### config.mk
export PLATFORM = sky130hd
export DESIGN_NAME = sld_ctrl
export DESIGN_NICKNAME = d
export VERILOG_FILES = /design/src/shared/sld_pkg.sv /design/src/sld_sub_div.sv /design/src/sld_ctrl.sv
export SDC_FILE = /design/constraint.sdc
export NUM_CORES = 1
export LEC_CHECK = 0
export BUFFER_PORTS_ARGS = -buffer_cell sky130_fd_sc_hd__buf_2
export CAP_MARGIN = 30
export CORE_MARGIN = 2
export CORE_UTILIZATION = 63
export DETAILED_ROUTE_END_ITERATION = 8
export GPL_TIMING_DRIVEN = 1
export PLACE_DENSITY = 0.87
export RECOVER_POWER = 25
export SYNTH_ARGS = -nofsm -noshare
export SYNTH_HDL_FRONTEND = slang
export SYNTH_SLANG_ARGS = --single-unit
export TNS_END_PERCENT = 5
### constraint.sdc
create_clock -name clk_i -period 4.14 [get_ports clk_i]
set_input_delay 0.414 -clock clk_i [delete_from_list [all_inputs] [get_ports clk_i]]
set_output_delay 0.414 -clock clk_i [all_outputs]
set_load 0.01 [all_outputs]
### src/shared/sld_pkg.sv
package sld_pkg;
    // Register byte addresses
    localparam logic [7:0] ADDR_PUMP = 8'h00;
    localparam logic [7:0] ADDR_CLKDUTY = 8'h04;
    localparam logic [7:0] ADDR_MAIN = 8'h08;
    localparam logic [7:0] ADDR_STATUS = 8'h0c;
    localparam logic [7:0] ADDR_SEG_BASE = 8'h20;
    localparam int SEG_WORDS = 8;
    // Reset values
    localparam logic [7:0] PUMP_RESET = 8'h00;
    localparam logic [7:0] CLKDUTY_RESET = 8'h00;
    localparam logic [7:0] MAIN_RESET = 8'h00;
    // Pump register fields
    localparam int PUMP_SRC_BIT = 3;
    localparam int PUMP_VSEL_LSB = 0;
    localparam logic [7:0] PUMP_MASK = 8'h0b;
    // Clock, duty and bias register fields
    localparam int CD_DIV_LSB = 5;
    localparam int CD_DUTY_LSB = 1;
    localparam int CD_BIAS_BIT = 0;
    localparam logic [7:0] CLKDUTY_MASK = 8'he7;
    // Main control register fields
    localparam int MAIN_EN_BIT = 0;
    localparam int MAIN_ISEL_LSB = 1;
    localparam int MAIN_CSRC_LSB = 4;
    localparam int MAIN_TYPE_BIT = 6;
    localparam int MAIN_WAVE_BIT = 7;
    localparam logic [7:0] MAIN_MASK = 8'hf7;
    // Duty codes
    localparam logic [1:0] DUTY_4 = 2'h0;
    localparam logic [1:0] DUTY_6 = 2'h1;
    localparam logic [1:0] DUTY_8 = 2'h2;
    localparam logic [7:0] COM_MASK_4 = 8'h0f;
    localparam logic [7:0] COM_MASK_6 = 8'h3f;
    localparam logic [7:0] COM_MASK_8 = 8'hff;
    // C-type source codes
    localparam logic [1:0] CSRC_PIN = 2'h0;
    // Pump clock divider
    localparam int DIV_BITS = 7;
    localparam logic [2:0] DIV_CODE_MAX = 3'h6;
    // Output level codes, rail index above ground
    localparam int LVL_W = 3;
    localparam logic [2:0] LVL_VSS = 3'h0;
    localparam logic [2:0] LVL_D = 3'h1;
    localparam logic [2:0] LVL_C = 3'h2;
    localparam logic [2:0] LVL_B = 3'h3;
    localparam logic [2:0] LVL_A = 3'h4;
    localparam int MAX_COM = 8;
    // Sub clock ticks per half division
    localparam int HALF_TICKS = 16;
endpackage

### src/sld_sub_div.sv
`timescale 1ns/1ps
module sld_sub_div (
    input wire logic clk_i,
    input wire logic rst_i,
    input wire logic sub_clk_i,
    input wire logic [2:0] div_code_i,
    output logic sub_tick_o,
    output logic pump_clk_o
);
    logic sync1_q;
    logic sync2_q;
    logic sync3_q;
    logic [sld_pkg::DIV_BITS-1:0] cnt_q;
    logic [2:0] sel;

    // Two-stage synchroniser, then edge detect on the second stage
    always_ff @(posedge clk_i)
    begin
        if (rst_i)
        begin
            sync1_q <= 1'b0;
            sync2_q <= 1'b0;
            sync3_q <= 1'b0;
        end
        else
        begin
            sync1_q <= sub_clk_i;
            sync2_q <= sync1_q;
            sync3_q <= sync2_q;
        end
    end

    assign sub_tick_o = sync2_q & ~sync3_q;

    always_ff @(posedge clk_i)
    begin
        if (rst_i)
            cnt_q <= '0;
        else if (sub_tick_o)
            cnt_q <= cnt_q + 1'b1;
    end

    // Code 0 taps bit 6 (divide by 128); codes 6 and 7 tap bit 0 (divide by 2)
    assign sel = (div_code_i > sld_pkg::DIV_CODE_MAX) ? sld_pkg::DIV_CODE_MAX : div_code_i;

    always_ff @(posedge clk_i)
    begin
        if (rst_i)
            pump_clk_o <= 1'b0;
        else
            pump_clk_o <= cnt_q[3'h6 - sel];
    end
endmodule

### src/sld_ctrl.sv
// Local design decisions: the Wishbone interface to the registers and the address map.
`timescale 1ns/1ps
module sld_ctrl #(
    parameter int NSEG = 32,
    parameter int HALF_TICKS = sld_pkg::HALF_TICKS
) (
    input wire logic clk_i,
    input wire logic rst_i,
    input wire logic wb_cyc_i,
    input wire logic wb_stb_i,
    input wire logic wb_we_i,
    input wire logic [7:0] wb_adr_i,
    input wire logic [3:0] wb_sel_i,
    input wire logic [31:0] wb_dat_i,
    output logic [31:0] wb_dat_o,
    output logic wb_ack_o,
    input wire logic sub_clk_i,
    input wire logic sleep_i,
    input wire logic startup_i,
    input wire logic wdt_sleep_rst_i,
    output logic [sld_pkg::MAX_COM*sld_pkg::LVL_W-1:0] com_level_o,
    output logic [NSEG*sld_pkg::LVL_W-1:0] seg_level_o,
    output logic [sld_pkg::MAX_COM-1:0] com_oe_n_o,
    output logic seg_oe_n_o,
    output logic [sld_pkg::MAX_COM-1:0] com_release_o,
    output logic r_supply_from_pump_o,
    output logic r_pump_en_o,
    output logic [1:0] pump_voltage_code_o,
    output logic c_pump_en_o,
    output logic c_pump_clk_o,
    output logic r_dc_path_en_o,
    output logic [1:0] c_source_select_o,
    output logic [1:0] bias_current_select_o,
    output logic bias_quarter_o,
    output logic lcd_reset_o
);
    if (NSEG < 1 || NSEG > 32 || HALF_TICKS < 1 || HALF_TICKS > 255)
    begin : g_bad_param
        $error("sld_ctrl: unsupported NSEG or HALF_TICKS");
    end

    localparam logic [7:0] HALF_LAST = 8'(HALF_TICKS - 1);

    logic [7:0] pump_reg_q;
    logic [7:0] cd_reg_q;
    logic [7:0] main_reg_q;
    logic [NSEG-1:0] seg_data_q [sld_pkg::SEG_WORDS];
    logic [31:0] rd_d;
    logic req;
    logic wr;
    logic seg_hit;
    logic [2:0] seg_idx;
    logic display_enable;
    logic bias_type_select;
    logic wave_b;
    logic [1:0] duty_select;
    logic [2:0] c_pump_clock_div;
    logic lcd_off;
    logic pins_float;
    logic [2:0] last_com;
    logic sub_tick;
    logic pump_clk;
    logic [7:0] tick_cnt_q;
    logic half_q;
    logic [2:0] com_q;
    logic pol_q;
    logic half_end;

    // Wishbone slave, one wait state, ack drops after one cycle
    assign req = wb_cyc_i & wb_stb_i & ~wb_ack_o;
    assign wr = req & wb_we_i;
    assign seg_hit = (wb_adr_i[7:5] == sld_pkg::ADDR_SEG_BASE[7:5]) && (wb_adr_i[1:0] == 2'h0);
    assign seg_idx = wb_adr_i[4:2];

    always_ff @(posedge clk_i)
    begin
        if (rst_i)
            wb_ack_o <= 1'b0;
        else
            wb_ack_o <= req;
    end

    always_ff @(posedge clk_i)
    begin
        if (rst_i)
        begin
            pump_reg_q <= sld_pkg::PUMP_RESET;
            cd_reg_q <= sld_pkg::CLKDUTY_RESET;
            main_reg_q <= sld_pkg::MAIN_RESET;
        end
        else if (wr && wb_sel_i[0])
        begin
            // Unimplemented bits never stored
            if (wb_adr_i == sld_pkg::ADDR_PUMP)
                pump_reg_q <= wb_dat_i[7:0] & sld_pkg::PUMP_MASK;
            if (wb_adr_i == sld_pkg::ADDR_CLKDUTY)
                cd_reg_q <= wb_dat_i[7:0] & sld_pkg::CLKDUTY_MASK;
            if (wb_adr_i == sld_pkg::ADDR_MAIN)
                main_reg_q <= wb_dat_i[7:0] & sld_pkg::MAIN_MASK;
        end
    end

    // Display data, one word per common, byte lanes honoured
    always_ff @(posedge clk_i)
    begin
        if (rst_i)
        begin
            for (int w = 0; w < sld_pkg::SEG_WORDS; w++)
                seg_data_q[w] <= '0;
        end
        else if (wr && seg_hit)
        begin
            for (int b = 0; b < NSEG; b++)
            begin
                if (wb_sel_i[b/8])
                    seg_data_q[seg_idx][b] <= wb_dat_i[b];
            end
        end
    end

    always_comb
    begin
        rd_d = 32'h0;
        if (wb_adr_i == sld_pkg::ADDR_PUMP)
            rd_d[7:0] = pump_reg_q;
        else if (wb_adr_i == sld_pkg::ADDR_CLKDUTY)
            rd_d[7:0] = cd_reg_q;
        else if (wb_adr_i == sld_pkg::ADDR_MAIN)
            rd_d[7:0] = main_reg_q;
        else if (wb_adr_i == sld_pkg::ADDR_STATUS)
            rd_d[7:0] = {c_pump_en_o, r_pump_en_o, pol_q, com_q, pins_float, lcd_off};
        else if (seg_hit)
            rd_d[NSEG-1:0] = seg_data_q[seg_idx];
    end

    always_ff @(posedge clk_i)
    begin
        if (rst_i)
            wb_dat_o <= 32'h0;
        else if (req)
            wb_dat_o <= rd_d;
    end

    // Field decode
    assign display_enable = main_reg_q[sld_pkg::MAIN_EN_BIT];
    assign bias_type_select = main_reg_q[sld_pkg::MAIN_TYPE_BIT];
    assign wave_b = main_reg_q[sld_pkg::MAIN_WAVE_BIT];
    assign duty_select = cd_reg_q[sld_pkg::CD_DUTY_LSB +: 2];
    assign c_pump_clock_div = cd_reg_q[sld_pkg::CD_DIV_LSB +: 3];
    assign c_source_select_o = main_reg_q[sld_pkg::MAIN_CSRC_LSB +: 2];
    assign bias_current_select_o = main_reg_q[sld_pkg::MAIN_ISEL_LSB +: 2];
    assign r_supply_from_pump_o = pump_reg_q[sld_pkg::PUMP_SRC_BIT];
    assign pump_voltage_code_o = pump_reg_q[sld_pkg::PUMP_VSEL_LSB +: 2];

    // Power control
    assign r_pump_en_o = r_supply_from_pump_o & ~bias_type_select & display_enable;
    assign c_pump_en_o = bias_type_select & display_enable & ~sleep_i
        & (c_source_select_o == sld_pkg::CSRC_PIN);
    assign c_pump_clk_o = c_pump_en_o & pump_clk;
    assign r_dc_path_en_o = display_enable & ~bias_type_select & ~sleep_i;
    assign bias_quarter_o = cd_reg_q[sld_pkg::CD_BIAS_BIT] & ~bias_type_select;

    // Reset and pin state
    assign lcd_off = ~display_enable | sleep_i;
    assign lcd_reset_o = lcd_off | pins_float;
    assign pins_float = (rst_i | startup_i) & ~wdt_sleep_rst_i;

    // Common count from duty; eight commons only for R type
    always_comb
    begin
        case (duty_select)
            sld_pkg::DUTY_6:
            begin
                last_com = 3'h5;
                com_release_o = ~sld_pkg::COM_MASK_6;
            end
            sld_pkg::DUTY_8:
            begin
                last_com = bias_type_select ? 3'h5 : 3'h7;
                com_release_o = bias_type_select ? ~sld_pkg::COM_MASK_6 : ~sld_pkg::COM_MASK_8;
            end
            default:
            begin
                last_com = 3'h3;
                com_release_o = ~sld_pkg::COM_MASK_4;
            end
        endcase
    end

    assign com_oe_n_o = {sld_pkg::MAX_COM{pins_float}} | com_release_o;
    assign seg_oe_n_o = pins_float;

    sld_sub_div u_sub_div (
        .clk_i(clk_i),
        .rst_i(rst_i),
        .sub_clk_i(sub_clk_i),
        .div_code_i(c_pump_clock_div),
        .sub_tick_o(sub_tick),
        .pump_clk_o(pump_clk)
    );

    // Frame sequencer
    assign half_end = sub_tick && (tick_cnt_q == HALF_LAST);

    always_ff @(posedge clk_i)
    begin
        if (rst_i || lcd_off)
            tick_cnt_q <= 8'h0;
        else if (half_end)
            tick_cnt_q <= 8'h0;
        else if (sub_tick)
            tick_cnt_q <= tick_cnt_q + 8'h1;
    end

    // Type A: both polarities inside each division; type B: one per frame
    always_ff @(posedge clk_i)
    begin
        if (rst_i || lcd_off)
        begin
            half_q <= 1'b0;
            com_q <= 3'h0;
            pol_q <= 1'b0;
        end
        else if (com_q > last_com)
        begin
            // Duty shortened under a running frame
            com_q <= 3'h0;
        end
        else if (half_end)
        begin
            if (!wave_b)
            begin
                half_q <= ~half_q;
                pol_q <= ~half_q;
                if (half_q)
                    com_q <= (com_q >= last_com) ? 3'h0 : com_q + 3'h1;
            end
            else
            begin
                half_q <= 1'b0;
                com_q <= (com_q >= last_com) ? 3'h0 : com_q + 3'h1;
                if (com_q >= last_com)
                    pol_q <= ~pol_q;
            end
        end
    end

    function automatic logic [2:0] com_lvl(input logic act, input logic pol, input logic qtr);
        if (act)
            com_lvl = pol ? sld_pkg::LVL_VSS : sld_pkg::LVL_A;
        else if (qtr)
            com_lvl = pol ? sld_pkg::LVL_B : sld_pkg::LVL_D;
        else
            com_lvl = pol ? sld_pkg::LVL_B : sld_pkg::LVL_C;
    endfunction

    function automatic logic [2:0] seg_lvl(input logic on, input logic pol, input logic qtr);
        if (on)
            seg_lvl = pol ? sld_pkg::LVL_A : sld_pkg::LVL_VSS;
        else if (qtr)
            seg_lvl = sld_pkg::LVL_C;
        else
            seg_lvl = pol ? sld_pkg::LVL_C : sld_pkg::LVL_B;
    endfunction

    // Level codes, low during rst_i and while the display is off (lcd_off)
    genvar gc;
    generate
        for (gc = 0; gc < sld_pkg::MAX_COM; gc++)
        begin : g_com
            always_ff @(posedge clk_i)
            begin
                if (rst_i || lcd_off || com_release_o[gc])
                    com_level_o[gc*3 +: 3] <= sld_pkg::LVL_VSS;
                else
                    com_level_o[gc*3 +: 3] <= com_lvl(com_q == 3'(gc), pol_q, bias_quarter_o);
            end
        end
        for (gc = 0; gc < NSEG; gc++)
        begin : g_seg
            always_ff @(posedge clk_i)
            begin
                if (rst_i || lcd_off)
                    seg_level_o[gc*3 +: 3] <= sld_pkg::LVL_VSS;
                else
                    seg_level_o[gc*3 +: 3] <= seg_lvl(seg_data_q[com_q][gc], pol_q,
                        bias_quarter_o);
            end
        end
    endgenerate
endmodule

# Yosys cells after proc, flatten, opt, wreduce, memory -nomap -nowiden
# Memory sizes are Yosys's and may differ from the RTL's. A register that Yosys moved wholly into a read port is not among the register bits.
# Index checks and enable logic that the tools add are counted.
totals:
  reg_bits: 193
  ram_bits: 256
  in_bits: 53
  output_inout_bits: 183
  n_memories: 1
classes:
  n_addsub: 4
  order_cmp: 4
  n_eq_ne: 15
  muxes: 92
  n_bitwise: 27
  reduce_logical: 27
memory_table:
  columns: ["name", "depth", "width", "rd", "rd_clocked_by_memory_dff", "wr", "line", "rtl"]
  rows:
  - ["seg_data_q", 8, 32, 2, 1, 8, "sld_ctrl.sv:47", "logic [NSEG-1:0] seg_data_q [sld_pkg::SEG_WORDS];"]
op_table:
  columns: ["cell", "n"]
  rows:
  - ["3-bit 2-to-1 mux", 49]
  - ["24-bit 2-to-1 mux", 4]
  - ["32-bit 2-to-1 mux", 2]
  - ["8-bit 2-to-1 mux", 5]
  - ["32-bit OR reduction", 1]
  - ["1-bit 2-to-1 mux", 25]
  - ["8-bit by 4-bit == test with 1-bit output, second input constant", 3]
  - ["8-bit one-hot mux with 2 select lines", 1]
  - ["1-bit AND", 14]
  - ["3-bit == test, second input constant", 4]
  - ["2-bit AND reduction", 5]
  - ["1-bit logical OR", 9]
  - ["1-bit NOT", 9]
  - ["8-bit by 1-bit adder with 8-bit output, second input constant", 1]
  - ["8-bit by 3-bit == test with 1-bit output, second input constant", 1]
  - ["8-bit zero test", 1]
  - ["8-bit OR", 1]
  - ["7-bit by 1-bit adder with 7-bit output, second input constant", 1]
  - ["3-bit by 1-bit == test with 1-bit output, second input constant", 2]
  - ["3-bit by 2-bit == test with 1-bit output, second input constant", 2]
  - ["2-bit 2-to-1 mux", 3]
  - ["3-bit one-hot mux with 2 select lines", 1]
  - ["1-bit logical AND", 4]
  - ["2-bit zero test", 2]
  - ["other kinds (16)", 19]

# Depth between registers and ports, before layout
# Gate-level depths: netlist of the first run.
depth:
  word_depth: 9
  depth_mapped: 9
  mapped_depth_nobuf: 9

# By module
# From an unflattened synthesis of the first run, not the netlist that was laid out.
hier_totals:
  cells_unflattened: 1515
  hier_area_um2: 20054.2
by_module_without_submodules:
  columns: ["module", "instances", "cells_each", "area_each_um2", "seq_area_each_um2"]
  rows:
  - ["sld_ctrl", 1, 1465, 19572.5, 11390.9]
  - ["sld_sub_div", 1, 50, 481.7, 220.2]

# Worst setup path after synthesis of the first run
# OpenSTA, ideal clock, no wires.
synth_timing:
  path_type: "input to register"
  start: "in wb_adr_i[7]"
  end: "mem seg_data_q[4][24] (enable)"
  setup_time_ns: 0.329
  arrival_ns: 2.274
  slack_ns: 1.536
  path_stages: 7
  cell_sequence: "or3_1 -> buf_2 -> or4_1 -> buf_2 -> or2_4 -> nor3_4 -> or2_1"
synth_lines:
  columns: ["item", "line", "rtl"]
  rows:
  - ["start, declared", "sld_ctrl.sv:12", "input wire logic [7:0] wb_adr_i,"]
  - ["end, declared", "sld_ctrl.sv:47", null]

# Worst setup path after layout of the first run
layout_timing:
  start: "reg wb_ack_o"
  end: "reg main_reg_q[7]"
layout_via:
  elab_chain_len: 5
layout_rtl:
  columns: ["item", "line", "rtl"]
  rows:
  - ["start, declared", "sld_ctrl.sv:16", "output logic wb_ack_o,"]
  - ["start signal, assigned", "sld_ctrl.sv:80", "wb_ack_o <= req;"]
  - ["1-bit NOT", "sld_ctrl.sv:70", "assign req = wb_cyc_i & wb_stb_i & ~wb_ack_o;"]
  - ["1-bit AND", "sld_ctrl.sv:70", null]
  - ["1-bit AND", "sld_ctrl.sv:71", "assign wr = req & wb_we_i;"]
  - ["1-bit logical AND", "sld_ctrl.sv:91", "else if (wr && wb_sel_i[0])"]
  - ["2-bit AND reduction (no line)", null, null]
  - ["end signal, assigned", "sld_ctrl.sv:89", "main_reg_q <= sld_pkg::MAIN_RESET;"]
  - ["end signal, assigned", "sld_ctrl.sv:99", "main_reg_q <= wb_dat_i[7:0] & sld_pkg::MAIN_MASK;"]
  - ["end, declared", "sld_ctrl.sv:46", "logic [7:0] main_reg_q;"]
# No other way between the ends.
# A chain may end at the register's enable or synchronous reset.

==> results of run 1 <==
layer usage:
layer	GRT usage, %	up-vias	wire length, um
met3	8.58	221	7350
met4	15.0	0	2840
met2	51.4	1079	25200
met5	0	-	0
li1	-	5911	-
met1	43.9	6737	19900
layout by cell type, fill, tap and decap left out, types with 10 or more instances in the layout:
cell / synthesis / final
mux2i_1: 50 / 50
ha_1: 14 / 14
clkbuf_16: 0 / 48
edfxtp_1: 256 / 256
buf_4: 16 / 14
o21ai_0: 37 / 38
mux4_2: 125 / 125
mux2_2: 35 / 35
or2_2: 35 / 34
nand2_1: 59 / 59
nor2b_1: 14 / 14
and2_1: 261 / 257
a21oi_1: 23 / 23
buf_2: 16 / 59
clkbuf_1: 54 / 184
and3_1: 35 / 35
inv_1: 11 / 11
nor3_1: 10 / 10
nand3_1: 18 / 18
dfxtp_1: 196 / 194
nor2_1: 150 / 149
synthesized netlist by cell type (3+ instances only):
master,instances,share of area (%)
and2_1,261,8.1
edfxtp_1,256,38
dfxtp_1,196,19
nor2_1,150,2.8
mux4_2,125,14
nand2_1,59,1.1
clkbuf_1,54,1.0
mux2i_1,50,2.5
o21ai_0,37,0.92
and3_1,35,1.1
mux2_2,35,2.0
or2_2,35,1.1
a21oi_1,23,0.57
nand3_1,18,0.45
buf_2,16,0.40
buf_4,16,0.60
ha_1,14,0.87
nor2b_1,14,0.43
buf_1,13,0.24
inv_1,11,0.20
nor3_1,10,0.25
xor2_1,8,0.35
a2111oi_0,7,0.30
nand2b_1,7,0.22
nor4_1,6,0.19
or3_1,6,0.19
o211ai_1,5,0.19
xnor2_1,5,0.22
nand3b_1,4,0.15
a211oi_1,3,0.11
a21o_1,3,0.11
nor3_2,3,0.15
nor3b_1,3,0.11
o31ai_1,3,0.11
where the power goes:
group / internal [mW] / total, mW / switching, mW
Sequential: 4.84 / 4.92 / 0.0811
Combinational: 0.195 / 0.499 / 0.303
Clock: 2.40 / 4.10 / 1.71
Total: 7.43 / 9.52 / 2.09
critical path: stages, from the launching register on:
cell	delay [ps]
dfxtp_1	320
nand3b_1	150
clkbuf_1	390
nor4_1	1440
nand2_1	660
mux2i_1	310
nor2_1	60
logic make-up (layout without fill, tap and decap cells):
kind of cell	Yosys count	count (layout)	share of synthesized area, %
AO/OA/AOI/OAI	100	100	3.06
other	1	4	0.0186
flip-flops	452	452	57.6
multiplexers	210	210	18.4
buffers and inverters	111	344	2.47
adder cells (fa/ha/maj)	15	15	0.919
XOR/XNOR	13	13	0.565
AND/OR/NAND/NOR	625	625	16.9
state kept, by name, indices dropped and copies added (netlist names), 3 cells and up, named ones only:
signal and count:
com_q 3, u_sub_div.cnt_q 7, tick_cnt_q 8, seg_data_q 256
main_reg_q 7, pump_reg_q 3, cd_reg_q 6, com_level_o 24
seg_level_o 96, wb_dat_o 32
layout make-up:
type,instances,area (um^2)
Clock buffer,68,1360
Clock inverter,16,145
Fill cell,2063,8750
Inverter,12,45.0
Multi-Input combinational cell,967,8040
Sequential cell,452,11600
Tap cell,402,503
Timing Repair Buffer,248,1090
worst paths after layout:
kind,startpoint,end,slack (ps),cells after the start
hold reg to reg,wb_dat_o[25],wb_dat_o[25],460,2
hold / removal,sub_clk_i,u_sub_div.sync1_q,110,2
setup / recovery,wb_ack_o,main_reg_q[7],620,6
setup reg to reg,wb_ack_o,main_reg_q[7],620,6
==> impl_metrics.toml, run 1 <==
[job]
cap_viol_max_count = 3

[timing]
tightest_slew_ps = 1760
hold_ws_ps = 107
setup_violations = 0
hold_violations = 0
clock.fmax_mhz = 284
setup_slack_ps = 619
setup-tns-final_ps = 0
slew_headroom_pct = -17.2
drv_slew = 88
min_period_ps = 3520
rsz0062_at_grt = "false"
skew_ps = 29.2
fin_crit_sh_pct = 85.0

[placed_design]
place_ws_ps = 749
dp.cells = 2081
hpwlAfterDp_um = 38200
placed_cell_area_mm2 = 0.0215
place_congestion = 0.927
io_buffers = 231

[layout]
antennaDiodeCount = 0
drive_gt1_share_pct = 19.9
nNetsFinal = 1793
area_delta_synth_final_pct = 13.2
layout.cells.non_filler = 2165
post-route-cell-area_mm2 = 0.0228
post-route-util_pct = 72.3

[yosys]
syn_avg_cell_area_um2 = 13.2
synthCells = 1527
synth-main-ff-cell = "edfxtp_1"
ys_warn_count = 0
async_flop_share_pct = 0
ys_types = 61
synth_area_mm2 = 0.0201
synth-seq-cells = 452
yosysSeqAreaShare_pct = 57.6
synth_edf_count = 256

[worst_setup_path]
worstPathRequired_ps = 4500
cp-start-kind = "register"
path_class = "register to register"
crit_fanout = 14
critPathCaptureType = "register"
arrival_ps = 3880

[power]
p_total_mw = 9.52
p_leak_nw = 8.47
power_density_mw_per_mm2 = 417
ir_drop_v = 0.000344

[clock_network]
post_cts_buffers = 0
clockBufferDepth = 3
cts_tree = "built"
ctsRootBufferMaster = "clkbuf_16"
path_clk_slew_ps = 60
cts.repair.resized = 0
clock_sinks = 452
cts_hold_buf = 0
cts_buffers = 45
clk_latency_ps = 560
htreeDepth = 2

[routing]
final_antenna_net_count = 0
num_vias = 13900
drt_iter0_drc = 1582
wl_per_cell_um = 25.5
drtPass1Iterations = 6
drc = 0
viasPerCell = 6.44
totalWireLength_um = 55300

[floorplan]
initial_core_util_pct = 63.8
die_area_mm2 = 0.0334
die_x_um = 183
die_h_um = 183
core_mm2 = 0.0316
ios = 236
rows = 65

[status]
violations = "capacitance limit, slew limit"
status = "finished with violations"

[worst_hold_path]
hold_class = "input pin to register"

[grt]
grt_max_degree = 53
antenna_found_initial = 0
first_global_vias = 13500
grt_overflow = 0
grt_first_pass_wirelength_um = 81400
grt_usage_pct = 32.9
Note: power is estimated with default switching activity, not from simulation.
==> run 2: changes to the inputs <==
Settings changed: BUFFER_PORTS_ARGS -buffer_cell sky130_fd_sc_hd__buf_2 to unset, CORE_UTILIZATION 63 to 65, DONT_BUFFER_PORTS set to 1, PLACE_DENSITY 0.87 to 0.83.
==> impl_metrics.toml, run 2 (same netlist as run 1, synthesis figures left out) <==
[status]
status = "finished with violations"
violations = "capacitance limit, slew limit"

[layout]
multiInputGateArea_mm2 = 0.00804
area_delta_synth_final_pct = 8.31
num-fill-cells = 1969
post-route-cell-area_mm2 = 0.0218
largest_registers = "seg_data_q x256, seg_level_o x96, wb_dat_o x32"
register_area_mm2 = 0.0116
drive_gt1_share_pct = 19.2
final_common_cell = "and2_1"
nNetsFinal = 1561
largest_reg_flops = 256
largest-register = "seg_data_q"
layout_common_cells = "and2_1, edfxtp_1, dfxtp_1"

[worst_setup_path]
r2r_start = "main_reg_q[0]"
arrival_ps = 3540
startpoint = "main_reg_q[0]"
worstPathRequired_ps = 4410
crit_fanout = 41
cp-start-kind = "register"
critPathCaptureType = "register"
path_class = "register to register"

[clock_network]
clock_sinks = 452
cts.repair.resized = 0
clockBufferDepth = 3
htreeDepth = 2
cts_buffers = 44
path_clk_slew_ps = 70
clk_latency_ps = 550
post_cts_buffers = 0
cts_tree = "built"
ctsRootBufferMaster = "clkbuf_16"

[grt]
grt_max_degree = 96
antenna_found_initial = 2
grt_usage_pct = 31.7
first_global_vias = 12300
grt_first_pass_wirelength_um = 76500
grt_overflow = 0

[floorplan]
core_mm2 = 0.0306
ios = 236
initial_core_util_pct = 65.9
die_area_mm2 = 0.0324
die_x_um = 180
rows = 64
die_h_um = 180

[timing]
setup-tns-final_ps = 0
skew_ps = 15.1
setup_violations = 0
fin_crit_sh_pct = 78.8
drv_slew = 81
min_period_ps = 3260
rsz0062_at_grt = "false"
hold_violations = 0
clock.fmax_mhz = 307
slew_headroom_pct = -99.0
tightest_slew_ps = 2980

[placed_design]
place_congestion = 0.903
io_buffers = 0
placed_cell_area_mm2 = 0.0203
hpwlAfterDp_um = 35500

[routing]
drc = 0
drt_iter0_drc = 1715
final_antenna_net_count = 0
totalWireLength_um = 51400
drtPass1Iterations = 8
wl_per_cell_um = 26.7
viasPerCell = 6.54
num_vias = 12600

[worst_hold_path]
worstHoldStart = "wb_dat_i[5]"
hold_class = "input pin to register"

[job]
cap_viol_max_count = 2

[power]
power_density_mw_per_mm2 = 424
p_leak_nw = 8.04
ir_drop_v = 0.000426
run 2: path summary, 6_finish.rpt:
check        depth (start not counted)                 to  slack (ps)
max                                  3    seg_level_o[55]         880
min                                  2      main_reg_q[5]          10
max reg2reg                          3    seg_level_o[55]         880
min reg2reg                          1  u_sub_div.sync2_q         460
run 2: per-stage QoR:
stage	std cells	total power [mW]	worst slack, ps	util (%)	hold WS (ps)
2_1_floorplan	1530	5.27	1540	-	414
3_3_place_gp	1842	5.33	1110	66.5	427
3_5_place_dp	1842	5.35	962	66.5	436
4_1_cts	1923	9.25	1130	71.4	1.76
5_1_grt	1923	9.46	663	71.3	6.68
6_report	1924	9.24	878	71.3	10.0
run 2: metal layers:
metal / up-vias / part of all wire (%) / GRT usage [%]
li1: 5450 / - / -
met1: 6088 / 36 / 40.8
met2: 865 / 47 / 50.6
met3: 175 / 12 / 9.26
met4: 0 / 5.2 / 13.7
met5: - / 0 / 0
run 2: layout make-up:
type / instances / area share [%]
Multi-Input combinational cell: 967 / 36.9
Clock buffer: 59 / 6.12
Timing Repair Buffer: 17 / 0.717
Inverter: 12 / 0.206
Sequential cell: 452 / 53.2
Clock inverter: 20 / 0.562
Antenna cell: 1 / 0.0115
Tap cell: 396 / 2.27
run 2: critical path, cell delays in order (launching register included):
cell and delay [ps]:
dfxtp_1 350, nand2b_1 150, or2_0 2140, nor2_1 300
run 2: report_power, final:
| part | switching (mW) | total (mW) | internal (mW) |
|---|---|---|---|
| logic | 0.183 | 0.358 | 0.175 |
| registers | 0.0728 | 4.91 | 4.83 |
| clock network | 1.70 | 3.98 | 2.28 |
| total | 1.95 | 9.24 | 7.29 |
run 2: timing repair:
action                                  4_1_cts  5_1_grt
endpoints found under the hold margin        34        0
hold buffers                                  2        0
endpoints found under the setup margin        0        0
